[src/dwdt_map.vh]
// dwdt_map.vh: constants for the dual watchdog block
// assumes a 250 MHz clk; included by the design and the bench
`ifndef DWDT_MAP_VH
`define DWDT_MAP_VH
// tick base: 250 clk cycles make one microsecond
`define DWDT_TICK_CYC       8'hfa
// timeout range in microsecond ticks, 1 us up to 32 minutes
`define DWDT_MIN_US         31'h0000001
`define DWDT_MAX_US         31'h7270e000
`define DWDT_CNT_W          31
// reset defaults: eight and sixteen seconds in ticks
`define DWDT_DEF0_US        31'h07a1200
`define DWDT_DEF1_US        31'h0f42400
// command port codes
`define DWDT_KEY            32'h0000a5c3
`define DWDT_CMD_LOAD       2'h1
`define DWDT_CMD_RELOAD     2'h2
`define DWDT_CMD_DISABLE    2'h3
`endif

[src/dwdt_top.v]
// dwdt_top.v: two independent down-counting watchdogs, no bus
// assumes commands come from logic on clk; resets from pins are raw
//
// Operation
// - two identical watchdogs with separate state
// - enabled count decrements, stops at zero
// - period programmable one microsecond to 32 minutes
// - zero count asserts timeout output
// - first timeout drives interrupt controller input
// - second timeout drives auxiliary reset, reset-out
// - first timer resets enabled, eight seconds
// - second timer resets enabled, sixteen seconds
// - load new value or restart last loaded
// - changes need a two-step access sequence
// - reset-out also from power-up, debug, software
`timescale 1ns/10ps
`include "dwdt_map.vh"
module dwdt_top (
  input  wire        clk,
  input  wire        resetn,
  input  wire        cmd_valid,
  input  wire        cmd_sel,
  input  wire [31:0] cmd_wdata,
  input  wire [1:0]  cmd_code,
  input  wire        power_up_rst,
  input  wire        debug_rst_n,
  input  wire        sw_module_rst,
  output reg         interrupt_watchdog_irq,
  output reg         auxiliary_reset_in,
  output reg         module_reset_out_n,
  output reg  [1:0]  wd_enabled,
  output reg  [1:0]  wd_expired
);
  localparam [`DWDT_CNT_W-1:0] DEF0 = `DWDT_DEF0_US;
  localparam [`DWDT_CNT_W-1:0] DEF1 = `DWDT_DEF1_US;
  localparam [`DWDT_CNT_W-1:0] CMAX = `DWDT_MAX_US;
  localparam [`DWDT_CNT_W-1:0] CMIN = `DWDT_MIN_US;
  localparam [7:0] TICK_LAST = `DWDT_TICK_CYC - 8'h01;

  // clamp a requested period into the legal range
  function [`DWDT_CNT_W-1:0] dwdt_clamp;
    input [31:0] v;
    begin
      if (v > {1'b0, CMAX})
        dwdt_clamp = CMAX;
      else if (v < {1'b0, CMIN})
        dwdt_clamp = CMIN;
      else
        dwdt_clamp = v[`DWDT_CNT_W-1:0];
    end
  endfunction

  // raw pin resets pass two flops before use
  reg [1:0] pu_s_q;
  reg [1:0] dbg_s_q;
  always @(posedge clk) begin
    if (!resetn) begin
      pu_s_q  <= 2'h0;
      dbg_s_q <= 2'h3;
    end else begin
      pu_s_q  <= {pu_s_q[0], power_up_rst};
      dbg_s_q <= {dbg_s_q[0], debug_rst_n};
    end
  end

  // shared microsecond tick; both timers see it equally
  reg [7:0] tick_cnt_q;
  reg       tick_q;
  always @(posedge clk) begin
    if (!resetn) begin
      tick_cnt_q <= 8'h00;
      tick_q     <= 1'b0;
    end else begin
      tick_q <= (tick_cnt_q == TICK_LAST);
      if (tick_cnt_q == TICK_LAST)
        tick_cnt_q <= 8'h00;
      else
        tick_cnt_q <= tick_cnt_q + 8'h01;
    end
  end

  // zero test shared by the decrement stop and the expiry flags
  function dwdt_is_zero;
    input [`DWDT_CNT_W-1:0] c;
    begin
      dwdt_is_zero = (c == {`DWDT_CNT_W{1'b0}});
    end
  endfunction

  // arm bit next value; a second write always disarms
  function dwdt_arm_next;
    input        hit;
    input        armed;
    input [31:0] wdata;
    begin
      dwdt_arm_next = armed;
      if (hit) begin
        if (armed)
          dwdt_arm_next = 1'b0;
        else
          dwdt_arm_next = (wdata == `DWDT_KEY);
      end
    end
  endfunction

  // enable next value; load and reload also re-enable
  function dwdt_en_next;
    input       hit;
    input       armed;
    input [1:0] code;
    input       en;
    begin
      dwdt_en_next = en;
      if (hit && armed) begin
        case (code)
          `DWDT_CMD_LOAD:    dwdt_en_next = 1'b1;
          `DWDT_CMD_RELOAD:  dwdt_en_next = 1'b1;
          `DWDT_CMD_DISABLE: dwdt_en_next = 1'b0;
          default:           dwdt_en_next = en;
        endcase
      end
    end
  endfunction

  // last loaded value; only a load replaces it
  function [`DWDT_CNT_W-1:0] dwdt_ldv_next;
    input                   hit;
    input                   armed;
    input [1:0]             code;
    input [31:0]            wdata;
    input [`DWDT_CNT_W-1:0] ldv;
    begin
      dwdt_ldv_next = ldv;
      if (hit && armed && (code == `DWDT_CMD_LOAD))
        dwdt_ldv_next = dwdt_clamp(wdata);
    end
  endfunction

  // count next value; any write to this timer skips the tick,
  // which costs at most one microsecond of slack per write
  function [`DWDT_CNT_W-1:0] dwdt_cnt_next;
    input                   hit;
    input                   armed;
    input [1:0]             code;
    input [31:0]            wdata;
    input                   en;
    input                   tick;
    input [`DWDT_CNT_W-1:0] cnt;
    input [`DWDT_CNT_W-1:0] ldv;
    begin
      dwdt_cnt_next = cnt;
      if (hit) begin
        if (armed && (code == `DWDT_CMD_LOAD))
          dwdt_cnt_next = dwdt_clamp(wdata);
        else if (armed && (code == `DWDT_CMD_RELOAD))
          dwdt_cnt_next = ldv;
      end else if (en && tick && !dwdt_is_zero(cnt)) begin
        dwdt_cnt_next = cnt - 1'b1;
      end
    end
  endfunction

  // per-timer state: count, last loaded value, enable, arm
  reg  [`DWDT_CNT_W-1:0] cnt_q   [0:1];
  reg  [`DWDT_CNT_W-1:0] ldv_q   [0:1];
  reg  [1:0]             en_q;
  reg  [1:0]             armed_q;

  // write strobe split per timer; one timer is hit a cycle
  wire [1:0]             hit;
  assign hit[0] = cmd_valid & ~cmd_sel;
  assign hit[1] = cmd_valid &  cmd_sel;

  // next state; same functions for both keep the timers alike
  wire [`DWDT_CNT_W-1:0] cnt0_d;
  wire [`DWDT_CNT_W-1:0] cnt1_d;
  wire [`DWDT_CNT_W-1:0] ldv0_d;
  wire [`DWDT_CNT_W-1:0] ldv1_d;
  wire [1:0]             en_d;
  wire [1:0]             armed_d;

  // first timer, toward the interrupt controller
  assign cnt0_d = dwdt_cnt_next(hit[0], armed_q[0], cmd_code, cmd_wdata,
                                en_q[0], tick_q, cnt_q[0], ldv_q[0]);
  assign ldv0_d = dwdt_ldv_next(hit[0], armed_q[0], cmd_code, cmd_wdata,
                                ldv_q[0]);
  assign en_d[0] = dwdt_en_next(hit[0], armed_q[0], cmd_code, en_q[0]);
  assign armed_d[0] = dwdt_arm_next(hit[0], armed_q[0], cmd_wdata);

  // second timer, toward the auxiliary reset
  assign cnt1_d = dwdt_cnt_next(hit[1], armed_q[1], cmd_code, cmd_wdata,
                                en_q[1], tick_q, cnt_q[1], ldv_q[1]);
  assign ldv1_d = dwdt_ldv_next(hit[1], armed_q[1], cmd_code, cmd_wdata,
                                ldv_q[1]);
  assign en_d[1] = dwdt_en_next(hit[1], armed_q[1], cmd_code, en_q[1]);
  assign armed_d[1] = dwdt_arm_next(hit[1], armed_q[1], cmd_wdata);

  // state registers; reset loads the default periods, enabled
  always @(posedge clk) begin
    if (!resetn) begin
      cnt_q[0] <= DEF0;
      ldv_q[0] <= DEF0;
      cnt_q[1] <= DEF1;
      ldv_q[1] <= DEF1;
      en_q     <= 2'h3;
      armed_q  <= 2'h0;
    end else begin
      cnt_q[0] <= cnt0_d;
      ldv_q[0] <= ldv0_d;
      cnt_q[1] <= cnt1_d;
      ldv_q[1] <= ldv1_d;
      en_q     <= en_d;
      armed_q  <= armed_d;
    end
  end

  // expiry flags; disabled timers never flag
  wire [1:0]             exp_d;
  assign exp_d[0] = en_q[0] & dwdt_is_zero(cnt_q[0]);
  assign exp_d[1] = en_q[1] & dwdt_is_zero(cnt_q[1]);

  // reset-out request: second timer plus the other module resets
  wire                   rst_out_d;
  assign rst_out_d = exp_d[1] | pu_s_q[1] | ~dbg_s_q[1] | sw_module_rst;

  // registered outputs toward interrupt and reset logic
  always @(posedge clk) begin
    if (!resetn) begin
      interrupt_watchdog_irq <= 1'b0;
      auxiliary_reset_in     <= 1'b0;
      module_reset_out_n     <= 1'b1;
      wd_enabled             <= 2'h3;
      wd_expired             <= 2'h0;
    end else begin
      interrupt_watchdog_irq <= exp_d[0];
      auxiliary_reset_in     <= exp_d[1];
      // aux and reset-out share an edge: both come from exp_d[1]
      module_reset_out_n     <= ~rst_out_d;
      wd_enabled             <= en_q;
      wd_expired             <= exp_d;
    end
  end
endmodule

[config.mk]
export PLATFORM = sky130hd
export DESIGN_NAME = dwdt_top
export DESIGN_NICKNAME = d
export VERILOG_FILES = /design/src/dwdt_top.v
export VERILOG_INCLUDE_DIRS = /design/src
export SDC_FILE = /design/constraint.sdc
export NUM_CORES = 1
export LEC_CHECK = 0
export BUFFER_PORTS_ARGS = -buffer_cell sky130_fd_sc_hd__buf_2
export CAP_MARGIN = 10
export CORE_AREA = 10 10 155 157
export DETAILED_ROUTE_END_ITERATION = 12
export DIE_AREA = 0 0 165 167
export GPL_ROUTABILITY_DRIVEN = 0
export PLACE_DENSITY = 0.52
export SYNTH_ARGS = -nofsm -noshare
export SYNTH_HDL_FRONTEND = slang
export SYNTH_SLANG_ARGS = --single-unit
[constraint.sdc]
create_clock -name clk -period 2.28 [get_ports clk]
set_input_delay 0.114 -clock clk [delete_from_list [all_inputs] [get_ports clk]]
set_output_delay 0.114 -clock clk [all_outputs]
set_load 0.05 [all_outputs]
==> flow_summary.toml <==
[cts]
h-tree-depth = 4
cts_tree = "done"
cts_buffers = 17
clockBufferDepth = 2
clk_pin_slew_ns = 0.06
clk-insertion-delay-late_ns = 0.44
clock_sinks = 146
cts-root-buf = "clkbuf_16"

[timing]
tightest_slew_ns = 0.9315
max_clock_freq_ghz = 0.4235
report.final.slew_viol_count = 0
setup_viol = 43
relSlewSlack = 0.3790
rsz0062_at_grt = "yes"
skew_ns = 0.01078
fin_tns_setup_ns = -1.562
layout_min_cycle_time_ns = 2.361
timing.final.hold_violations = 0
setup_ws_ns = -0.08112
period_share = 1.036

[yosys]
synth.area.top_cells = "dfxtp_1 (41%), a21oi_1 (7.2%), o21ai_0 (5.3%)"
synth_nets = 953
synth_seq_area_share = 0.4059
synthMuxAreaShare = 0.001390
synth_area_leader_cell = "dfxtp_1"
yosys.area_share.simple = 0.2294
avgSynthCellArea_sq_um = 7.930
synth_top_family_by_area = "compound AO/OA/AOI/OAI gates"
yosysWarnings = 0
ys_seq_elements = 146
synth_cell_type_count = 64
synthAdderAreaFrac = 0.006950
synthArstFlopShare = 0
synth-compound-area-share = 0.2777
synthXorXnorAreaFrac = 0.03284
synthesis.area_sq_mm = 0.007201
synth_ff_type = "dfxtp_1"
synth_edf_count = 0
syn_inst = 908
synth_top_area_frac = 0.4059

[placed_design]
dp_cells = 1283
dp_hpwl_mm = 17.32
place_area_sq_mm = 0.008564
portBuffers = 47
dp_slack_ns = -0.1421

[drt]
vias_per_cell = 5.564
avgRoutedWirePerCell_um = 18.88
drt_wl_total_mm = 25.34
dr.pass1.iters = 5
dr.first_iter.drc_count = 610
vias = 7467
drc_errors = 0
postRouteAntennaNets = 0

[layout]
fin_nets = 1099
design_area_sq_mm = 0.009853
syn_to_final_growth_pct = 36.84
final_cells = 1342
final_layout_size_suffix_gt1_frac = 0.2774
antenna_cells = 0
multi_input_area_sq_mm = 0.004269
fill_cells = 2068
regArea_sq_mm = 0.002929

[power_and_ir_drop]
p_leak_nw = 3.712
ir_worst_vdd_v = 0.0003548
powerDensity_mw_per_mm2 = 618.8
finalPower_mw = 6.097

[critical_path]
required_ns = 2.55
critPathMaxFanout = 7
critPathCaptureType = "flop"
startpoint_type = "flop"
path_class = "reg -> reg"
r2r_slack_ns = -0.08
arrival_ns = 2.63

[status]
status = "complete, but fails checks"
violations = "setup timing"

[floorplanning]
initial_utilization = 0.3458
die_area_sq_mm = 0.02756
core_sq_mm = 0.02082
core.rowCount = 53
die_w_um = 165
num_io_pins = 48
die_h_um = 167

[grt]
grt_max_degree = 80
grt_pass1_wl_mm = 40.62
overflow = 0
antenna_found_initial = 0
grt_pass1_vias = 7348
grt_usage = 0.1824

[hold_path]
holdCritPathClass = "in -> reg"

[run]
cap_violations = 0
-- per-stage QoR --
stage,util,hold WS [ns]
after floorplan,-,0.2155
after global placement,0.4113,0.2994
after detailed placement,0.4113,0.3024
after CTS,0.4573,0.004133
after global routing,0.4732,0.01969
final,0.4732,0.01171
-- kinds of logic (layout without fill, tap and decap cells) --
| kind of cell | after synthesis | in the layout |
|---|---|---|
| AND/OR/NAND/NOR | 332 | 332 |
| AO/OA/AOI/OAI | 318 | 318 |
| buffers and inverters | 80 | 239 |
| multiplexers | 1 | 1 |
| adder cells (fa/ha/maj) | 4 | 4 |
| flip-flops | 146 | 146 |
| XOR/XNOR | 27 | 27 |
-- cells in the final DEF (no fill, tap or decap), types with 11 or more instances in the layout --
master | Yosys | final
o21ai_2 | 0 | 11
nand2_1 | 90 | 86
buf_2 | 9 | 47
a221oi_1 | 21 | 17
nor2_1 | 80 | 79
o21ai_1 | 0 | 13
a31oi_1 | 18 | 17
nand3_1 | 51 | 51
nor3_1 | 26 | 20
o211ai_1 | 14 | 14
buf_4 | 3 | 115
a22oi_1 | 17 | 17
clkbuf_16 | 0 | 20
o21ai_0 | 76 | 51
buf_6 | 1 | 12
a21oi_1 | 104 | 99
xor2_1 | 18 | 18
dfxtp_1 | 146 | 141
o22ai_1 | 13 | 11
nor4_1 | 14 | 11
-- state kept, by name, summed over array words and instances, names as in the netlist, 2 cells and up --
name,cells
dbg_s_q,2
cnt_q,62
tick_cnt_q,8
pu_s_q,2
en_q,2
wd_enabled,2
armed_q,2
ldv_q,62
-- worst paths after layout --
kind	startpoint	end	cells past startpoint
setup / recovery	cnt_q[0][31]	cnt_q[0][54]	9
hold / removal	cmd_wdata[21]	ldv_q[0][21]	3
setup reg to reg	cnt_q[0][31]	cnt_q[0][54]	9
hold reg to reg	dbg_s_q[0]	dbg_s_q[1]	1
-- critical path, cell delays in order (launching register included) --
cell and delay [ns]:
dfxtp_2 0.32, inv_2 0.07, ha_4 0.12, or3b_4 0.37, or2_4 0.26, nor4_4 0.33
buf_4 0.18, a31oi_4 0.16, a32oi_1 0.27, nand4_1 0.11
-- cells in the mapped netlist (4+ instances only) --
cell,number
nand2_1,90
o2111ai_1,4
o211ai_1,14
a21oi_1,104
xor2_1,18
a221oi_1,21
nand4_1,6
o31ai_1,7
nand2b_1,8
or4_1,11
nor4_1,14
a32o_1,5
nand3_1,51
buf_2,9
nor2_1,80
or3_1,11
nor3_1,26
ha_1,4
a222oi_1,8
clkbuf_1,55
a31oi_1,18
and2_1,6
a22oi_1,17
a32oi_1,4
and3_1,7
inv_1,10
xnor2_1,9
o21a_1,5
o22ai_1,13
dfxtp_1,146
o21ai_0,76
-- area by class of cell --
| class | instances | share of cell area |
|---|---|---|
| Clock buffer | 17 | 0.04317 |
| Clock inverter | 15 | 0.02349 |
| Inverter | 10 | 0.003810 |
| Multi-Input combinational cell | 682 | 0.4333 |
| Sequential cell | 146 | 0.2973 |
| Tap cell | 275 | 0.03492 |
| Timing Repair Buffer | 197 | 0.1641 |
-- timing repair --
| item | 4_1_cts | 5_1_grt |
|---|---|---|
| pin swaps | 9 | 40 |
| setup endpoints to repair | 61 | 64 |
| setup buffers | 7 | 4 |
| resized for setup | 37 | 64 |
| cloned | 3 | 5 |
| endpoints found under the hold margin | 9 | 0 |
| hold buffers | 9 | 0 |
-- metal layers --
metal	wire length [um]	vias to the layer above	global-route usage	part of all wire
li1	-	3687	-	-
met1	11550	3584	0.2397	0.46
met4	406	0	0.05894	0.016
met3	1034	30	0.02934	0.041
met2	12340	166	0.2959	0.49
met5	0	-	0	0
-- where the power goes --
group          internal (mW)  switching (mW)
Combinational          0.136           0.255
Sequential              2.56         0.00616
Clock                   1.95            1.19
Total                   4.65            1.45
Note: power is estimated with default switching activity, not from simulation.
